==> config.mk <==
export PLATFORM = sky130hd
export DESIGN_NAME = gpol_pad_owner_lock_cfg
export DESIGN_NICKNAME = d
export VERILOG_FILES = /design/src/gpol_pkg.sv /design/src/gpol_pad_owner_lock_cfg.sv
export SDC_FILE = /design/constraint.sdc
export NUM_CORES = 2
export LEC_CHECK = 0
export ABC_AREA = 1
export BUFFER_PORTS_ARGS = -buffer_cell sky130_fd_sc_hd__buf_2
export CAP_MARGIN = 20
export CORE_AREA = 10 10 466 468
export DETAILED_ROUTE_END_ITERATION = 8
export DIE_AREA = 0 0 476 478
export SYNTH_ARGS = -nofsm -noshare
export SYNTH_HDL_FRONTEND = slang
export SYNTH_SLANG_ARGS = --single-unit
==> constraint.sdc <==
create_clock -name clk -period 3.05 [get_ports clk]
set_input_delay 0.305 -clock clk [delete_from_list [all_inputs] [get_ports clk]]
set_output_delay 0.305 -clock clk [all_outputs]
set_load 0.1 [all_outputs]
==> src/gpol_pkg.sv <==
// Shared constants and types for the pad owner and lock block
package gpol_pkg;

  // ==========================================================
  // Geometry
  localparam int PadsPerGroup = 24;
  localparam int NumGroups = 3;
  localparam int NumPads = 72;
  localparam int OwnPerReg = 8;
  localparam int NumOwnRegs = 9;
  localparam int OwnStride = 4;
  localparam int NumDwords = 3;
  localparam int NumGroupCodes = 13;

  // ==========================================================
  // Register offsets
  localparam logic [11:0] OffMisc = 12'h010;
  localparam logic [11:0] OffOwn [NumOwnRegs] = '{
    12'h020, 12'h024, 12'h028, 12'h02c, 12'h030, 12'h034, 12'h040, 12'h044, 12'h048};
  localparam logic [11:0] OffLock [NumGroups] = '{12'h080, 12'h088, 12'h098};
  localparam logic [11:0] OffTxLock [NumGroups] = '{12'h084, 12'h08c, 12'h09c};

  // ==========================================================
  // Miscellaneous configuration word layout
  localparam logic [31:0] MiscReset = 32'h36043200;
  localparam logic [31:0] MiscWriteMask = 32'hff0fff03;
  localparam int IrqSelLsb = 24;
  localparam int IrqSelW = 8;
  localparam int SelW = 4;
  localparam int Dw0SelLsb = 8;
  localparam int Dw1SelLsb = 12;
  localparam int Dw2SelLsb = 16;
  localparam int PartGateBit = 1;
  localparam int LocalGateBit = 0;
  localparam logic [23:0] LockReset = 24'h000000;

  // ==========================================================
  // Ownership codes
  typedef enum logic [1:0] {
    GPOL_OWN_HOST = 2'b00,
    GPOL_OWN_FW = 2'b01,
    GPOL_OWN_HUB = 2'b10,
    GPOL_OWN_RSVD = 2'b11
  } gpol_owner_t;

  // Valid pad bits of each group code, reserved codes empty
  localparam logic [23:0] GroupMask [16] = '{
    24'hffffff, 24'h00000c, 24'hffffff, 24'h0000ff,
    24'h000fff, 24'h0000ff, 24'hffffff, 24'h0fffff,
    24'h000030, 24'h000000, 24'hffffff, 24'hffffff,
    24'hffffff, 24'h000000, 24'h000000, 24'h000000};

  // ==========================================================
  // Carriers
  typedef struct packed {
    logic wr;
    logic rd;
    logic [11:0] addr;
    logic [31:0] wdata;
  } gpol_req_t;

  typedef struct packed {
    logic [NumPads-1:0] inputSts;
    logic [NumPads-1:0] eventSts;
    logic [NumPads-1:0] nmiSts;
    logic [NumPads-1:0] mgmtSts;
  } gpol_evt_t;

endpackage
==> src/gpol_pad_owner_lock_cfg.sv <==
// Pad ownership, configuration lock and community configuration logic
//
// Contract
// - Eight-bit field picks driver-mode interrupt line
// - Bits 19:16 select group for event dword2
// - Bits 15:12 select group for event dword1
// - Bits 11:8 select group for event dword0
// - Group events fill lowest bits of dword
// - Codes 9h and Dh-Fh are reserved
// - Bit 1 enables partition clock gating participation
// - Bit 0 enables local clock gating
// - Two-bit owner fields every four bits, reset 0
// - Owner code 00 gives pad to host
// - Host mode bit steers which status bits set
// - Host ownership imposes no access restriction
// - Codes 01, 10 firmware owned; 11 reserved
// - Lock bit blocks pad configuration writes
// - Lock bit also freezes interrupt enable bits
// - Unlock write raises management interrupt if enabled
// - Config word resets 36043200h, reserved read zero
// - Transmit lock freezes transmit level, unlock interrupts
// - Host software bit: 0 ACPI, 1 driver
`timescale 1ns/100ps
module gpol_pad_owner_lock_cfg #(
  parameter int NumPads = gpol_pkg::NumPads
) (
  input wire logic clk,
  input wire logic rst,
  input wire gpol_pkg::gpol_req_t regReq,
  output logic [31:0] regRdata,
  output logic regRvalid,
  input wire logic mgmtIntEnable,
  input wire logic [NumPads-1:0] hostSwOwn,
  input wire logic [NumPads-1:0] padEvent,
  input wire logic irqStatusAny,
  input wire logic [gpol_pkg::NumGroupCodes-1:0][23:0] groupEvent,
  output logic [gpol_pkg::NumDwords-1:0][31:0] gpeDword,
  output logic [7:0] driverIrqLine,
  output logic driverIrqReq,
  output logic partitionGatingEnable,
  output logic localGatingEnable,
  output logic [NumPads-1:0] padHostOwned,
  output logic [NumPads-1:0] padCfgWriteEn,
  output logic [NumPads-1:0] padEnWriteEn,
  output logic [NumPads-1:0] padTxWriteEn,
  output gpol_pkg::gpol_evt_t evtSet,
  output logic mgmtIntPulse
);

  // ==========================================================
  // Decode helpers
  function automatic logic isWrite(input gpol_pkg::gpol_req_t r, input logic [11:0] off);
    isWrite = r.wr && (r.addr == off);
  endfunction

  function automatic logic [31:0] gpeSelect(
    input logic [3:0] code,
    input logic [gpol_pkg::NumGroupCodes-1:0][23:0] ev
  );
    logic [23:0] bits;
    bits = 24'h000000;
    if (int'(code) < gpol_pkg::NumGroupCodes) begin
      bits = ev[code] & gpol_pkg::GroupMask[code];
    end
    gpeSelect = {8'h00, bits};
  endfunction

  // ==========================================================
  // Community configuration word
  logic [31:0] miscQ;

  always_ff @(posedge clk) begin
    if (rst) begin
      miscQ <= gpol_pkg::MiscReset;
    end else if (isWrite(regReq, gpol_pkg::OffMisc)) begin
      miscQ <= regReq.wdata & gpol_pkg::MiscWriteMask;
    end
  end

  assign driverIrqLine = miscQ[gpol_pkg::IrqSelLsb +: gpol_pkg::IrqSelW];
  assign driverIrqReq = irqStatusAny;
  assign partitionGatingEnable = miscQ[gpol_pkg::PartGateBit];
  assign localGatingEnable = miscQ[gpol_pkg::LocalGateBit];

  // ==========================================================
  // Event dword mapping
  logic [gpol_pkg::NumDwords-1:0][31:0] gpeQ;

  always_ff @(posedge clk) begin
    if (rst) begin
      gpeQ <= '0;
    end else begin
      gpeQ[0] <= gpeSelect(miscQ[gpol_pkg::Dw0SelLsb +: gpol_pkg::SelW], groupEvent);
      gpeQ[1] <= gpeSelect(miscQ[gpol_pkg::Dw1SelLsb +: gpol_pkg::SelW], groupEvent);
      gpeQ[2] <= gpeSelect(miscQ[gpol_pkg::Dw2SelLsb +: gpol_pkg::SelW], groupEvent);
    end
  end

  assign gpeDword = gpeQ;

  // ==========================================================
  // Ownership fields
  logic [1:0] ownQ [NumPads];

  for (genvar r = 0; r < gpol_pkg::NumOwnRegs; r++) begin : g_ownReg
    for (genvar f = 0; f < gpol_pkg::OwnPerReg; f++) begin : g_ownField
      always_ff @(posedge clk) begin
        if (rst) begin
          ownQ[r*gpol_pkg::OwnPerReg+f] <= gpol_pkg::GPOL_OWN_HOST;
        end else if (isWrite(regReq, gpol_pkg::OffOwn[r])) begin
          ownQ[r*gpol_pkg::OwnPerReg+f] <= regReq.wdata[f*gpol_pkg::OwnStride +: 2];
        end
      end
    end
  end

  // Firmware, hub and reserved codes all leave host status untouched
  for (genvar p = 0; p < NumPads; p++) begin : g_host
    assign padHostOwned[p] = (ownQ[p] == gpol_pkg::GPOL_OWN_HOST);
  end

  // ==========================================================
  // Configuration and transmit locks
  logic [gpol_pkg::NumGroups-1:0][23:0] lockQ;
  logic [gpol_pkg::NumGroups-1:0][23:0] txLockQ;
  logic [gpol_pkg::NumGroups-1:0] unlockHit;
  logic [gpol_pkg::NumGroups-1:0] txUnlockHit;

  for (genvar g = 0; g < gpol_pkg::NumGroups; g++) begin : g_lock
    always_ff @(posedge clk) begin
      if (rst) begin
        lockQ[g] <= gpol_pkg::LockReset;
      end else if (isWrite(regReq, gpol_pkg::OffLock[g])) begin
        lockQ[g] <= regReq.wdata[23:0];
      end
    end

    always_ff @(posedge clk) begin
      if (rst) begin
        txLockQ[g] <= gpol_pkg::LockReset;
      end else if (isWrite(regReq, gpol_pkg::OffTxLock[g])) begin
        txLockQ[g] <= regReq.wdata[23:0];
      end
    end

    assign unlockHit[g] = isWrite(regReq, gpol_pkg::OffLock[g]) &&
                          (|(lockQ[g] & ~regReq.wdata[23:0]));
    assign txUnlockHit[g] = isWrite(regReq, gpol_pkg::OffTxLock[g]) &&
                            (|(txLockQ[g] & ~regReq.wdata[23:0]));
  end

  // Ownership plays no part in these write enables
  assign padCfgWriteEn = ~lockQ;
  assign padEnWriteEn = ~lockQ;
  assign padTxWriteEn = ~txLockQ;

  // ==========================================================
  // Management interrupt on unlock
  logic mgmtIntQ;

  always_ff @(posedge clk) begin
    if (rst) begin
      mgmtIntQ <= 1'b0;
    end else begin
      mgmtIntQ <= mgmtIntEnable && (|unlockHit || |txUnlockHit);
    end
  end

  assign mgmtIntPulse = mgmtIntQ;

  // ==========================================================
  // Host input event steering
  gpol_pkg::gpol_evt_t evtQ;
  logic [NumPads-1:0] hostEvt;

  assign hostEvt = padEvent & padHostOwned;

  always_ff @(posedge clk) begin
    if (rst) begin
      evtQ <= '0;
    end else begin
      evtQ.inputSts <= hostEvt & hostSwOwn;
      evtQ.eventSts <= hostEvt & ~hostSwOwn;
      evtQ.nmiSts <= hostEvt & ~hostSwOwn;
      evtQ.mgmtSts <= hostEvt & ~hostSwOwn;
    end
  end

  assign evtSet = evtQ;

  // ==========================================================
  // Register read port
  logic [31:0] rdataD;
  logic [31:0] rdataQ;
  logic rvalidQ;

  always_comb begin
    rdataD = 32'h00000000;
    if (regReq.addr == gpol_pkg::OffMisc) begin
      rdataD = miscQ;
    end
    for (int r = 0; r < gpol_pkg::NumOwnRegs; r++) begin
      if (regReq.addr == gpol_pkg::OffOwn[r]) begin
        for (int f = 0; f < gpol_pkg::OwnPerReg; f++) begin
          rdataD[f*gpol_pkg::OwnStride +: 2] = ownQ[r*gpol_pkg::OwnPerReg+f];
        end
      end
    end
    for (int g = 0; g < gpol_pkg::NumGroups; g++) begin
      if (regReq.addr == gpol_pkg::OffLock[g]) begin
        rdataD = {8'h00, lockQ[g]};
      end
      if (regReq.addr == gpol_pkg::OffTxLock[g]) begin
        rdataD = {8'h00, txLockQ[g]};
      end
    end
  end

  always_ff @(posedge clk) begin
    if (rst) begin
      rdataQ <= 32'h00000000;
      rvalidQ <= 1'b0;
    end else begin
      rvalidQ <= regReq.rd;
      if (regReq.rd) begin
        rdataQ <= rdataD;
      end
    end
  end

  assign regRdata = rdataQ;
  assign regRvalid = rvalidQ;
endmodule

==> results by group <==
CTS
  • CTS Sinks: 560
  • Clock transition at the register clock pins on the worst setup and hold paths after CTS: approximately 60 ps
  • Number of hold buffers added after CTS: 215
  • Post-cts gate resize count: 0
  • Root buffer cell: sky130_fd_sc_hd__clkbuf_16
  • Maximum clock path buffer count: 3
  • Latest clock arrival within the worst-skew pair: 720 ps
  • Clock H-tree levels: 3
  • Post-CTS Setup Repair Bufs: 0
  • Num CTS Buffers: between 70 and 80
  • Clock tree from TritonCTS: yes

Synthesis
  • Total standard cell area after synthesis: 30300 um^2
  • Instance count of the mapped netlist: 4083
  • Count of warnings emitted by yosys: 0
  • Sequential share of the synthesized area: about two fifths
  • Number of distinct library cells after synthesis: 39
  • Fraction of synthesized cell area taken by the top area cell type: between 20% and 30%
  • Number of register bits inferred by synthesis: 560
  • Mean instance size in the synthesized netlist: 7.41 um^2
  • Main area contributors after synthesis: sky130_fd_sc_hd__dfxtp_1, sky130_fd_sc_hd__edfxtp_1, sky130_fd_sc_hd__o21ai_0
  • Cell type with the highest aggregate area in the netlist: sky130_fd_sc_hd__dfxtp_1

Routing
  • Count of vias placed by the detailed router: between 30000 and 40000
  • Detailed-route wire length per cell: 31.1 um
  • Iter 0 DRT Violations: about 4600
  • DRT Pass-1 Iters: 9
  • Count of unresolved DRC violations after routing: 0
  • Post-DR vias/cell: 4.61
  • Remaining antenna violation count after routing: 0
  • Aggregate routed wire length: 255000 um

Worst setup path
  • Data required time at the worst endpoint: roughly 3600 ps
  • Count of cells along the worst register-to-register path: 10
  • Critical path's largest stage delay: 590 ps
  • Crit Path Class: reg2reg
  • Category of the worst setup path launch point: register
  • Crit path capture type: register
  • CP Cell Sequence: inv_2 > buf_4 > a21oi_1 > o21ai_0 > o221ai_1 > nand2_1 > o21ai_0 > a221oi_1 > dlygate4sd3_1 > nor2_1
  • Largest fanout on the critical path: 22
  • Cell with the largest stage delay on the worst path: sky130_fd_sc_hd__dlygate4sd3_1
  • Crit-path most repeated cell: sky130_fd_sc_hd__o21ai_0
  • Critical Path AT: 3460 ps

Floorplan
  • Die X-Extent: roughly 480 um
  • Chip height: 478 um
  • Area of the die: 228000 um^2
  • Area of the core: between 200000 and 250000 um^2
  • Cell Rows: between 150 and 200
  • Effective utilization at floorplan: 14.5%
  • Boundary pin count: 1223

Global route
  • Global-route wire length before repair: 334000 um
  • GRT Total Usage: between 20% and 30%
  • GRT overflow: 0
  • Via count of the first global-routing pass: 37000
  • Initial antenna violation count: 99
  • Maximum number of pins on one net before global-route repair: between 100 and 150

STA
  • Relative max-transition margin: 28.5%
  • Final worst path period share: 94.1%
  • Fmax: between 300 and 400 MHz
  • Worst Max-Slew Pin Slew: roughly 1100 ps
  • Sum of negative setup slack: 0 ps
  • Hold violation count in the final report: 0
  • Minimum setup slack in the final design: 180 ps
  • Setup Skew: 49.1 ps
  • RSZ-0062 raised after global routing: no
  • Max-slew violation total from the final report: 0
  • Post-layout minimum cycle time: 2870 ps
  • Final-report setup violation count: 0

Pwr
  • Design Power: ~21 mW
  • Peak ir drop on the vdd network: roughly 360 uV
  • Total power per unit cell area: 475 nW/um^2
  • Leakage power: 19.3 nW

Finish
  • Multi-input combinational cell area: between 10000 and 15000 um^2
  • Net count of the finished layout: 5800
  • Layout Area Growth over Synthesis: 44.9%
  • Post-route cell area: approximately 44000 um^2
  • Top library cells by usage in the layout, fill and taps aside: sky130_fd_sc_hd__buf_2, sky130_fd_sc_hd__inv_1, sky130_fd_sc_hd__nor2_1
  • Sequential Area: 12700 um^2
  • Number of filler cells placed in the layout: 23400
  • Most common library cell in the layout ignoring fill and taps: sky130_fd_sc_hd__buf_2
  • Fraction of final layout cells with drive strength greater than 1: approximately 30%

Status
  • Run status: complete, no violations

Placement
  • Final GP Congestion: between 0.9 and 1
  • Post-detailed-placement half-perimeter wirelength: about 210000 um
  • Number of I/O port buffers: 1196
  • Placed inst area: 38900 um^2
  • Minimum setup slack after placement: 73.1 ps

Min path
  • Hold-critical path depth: 3
  • Worst min-delay path category: in2reg

Flow run
  • Reported max-cap violation count: 0
[registers in the layout, summed over array words and instances, names as in the netlist]
register	flops
mgmtIntPulse	1
txLockQ	72
ownQ	144
gpeDword	72
miscQ	22
evtSet	144
lockQ	72
regRvalid	1
regRdata	32
[cells in the mapped netlist, drive strengths merged]
master	n
nor2	564
nor4	17
nand2	304
inv	559
or2	3
a211oi	7
o32ai	2
a31o	1
o2111ai	3
o21ai	476
clkinv	13
a31oi	2
o221ai	188
nand4	43
dfxtp	416
o22ai	94
nor3	12
a22oi	8
nand3	153
conb	1
a221oi	94
clkbuf	223
o211ai	10
a21oi	453
buf	289
a32oi	2
a41oi	2
edfxtp	144
[layer usage]
metal / up-vias / global-route usage, % / share of wire (%) / wire length, um
met3: 540 / 5.98 / 9.7 / 24700
met5: - / 0 / 0.084 / 214
met2: 2710 / 34.1 / 45 / 115000
met1: 18300 / 25.5 / 39 / 100000
met4: 36 / 10.4 / 5.7 / 14600
li1: 16300 / - / - / -
[cell type report]
class / count / area share [%]
diodes: 54 / 0.308
clock buffers: 99 / 4.91
clock inverters: 38 / 1.12
inverters: 572 / 4.92
multi-input cells: 2462 / 28.9
flip-flops and latches: 560 / 28.9
well taps: 2805 / 8.01
repair buffers: 1624 / 22.9
[path summary, 6_finish.rpt]
check	startpoint	endpoint	slack [ps]
max	miscQ[17]	gpeDword[80]	180
min	padEvent[12]	evtSet[12]	70
max reg2reg	miscQ[17]	gpeDword[80]	180
min reg2reg	miscQ[30]	miscQ[30]	470
[kinds of logic after synthesis]
kind of cell / share of synthesized area (%)
flip-flops: 41.8
AO/OA/AOI/OAI: 26.4
AND/OR/NAND/NOR: 15.1
other: 0.0124
buffers and inverters: 16.7
[stage by stage]
stage | hold slack, ps | util, % | cells
after floorplan | 377 | - | 4106
after global placement | 449 | 18.7 | 7808
after detailed placement | 456 | 18.7 | 7808
after CTS | 0.0657 | 21.0 | 8160
after global routing | 43.0 | 21.0 | 8185
final | 68.1 | 21.0 | 8214
[power breakdown]
group	switching, mW	internal, mW
combinational	2.60	0.777
clock	4.06	5.49
sequential	0.110	7.77
[critical path, delay by kind of cell, from the launching register on]
family	cells	cell delay [ps]
and+or+nand+nor	2	130
DFF	1	380
buffers and inverters	3	1440
AOI/OAI and AO/OA	5	810
Note: power is estimated with default switching activity, not from simulation.
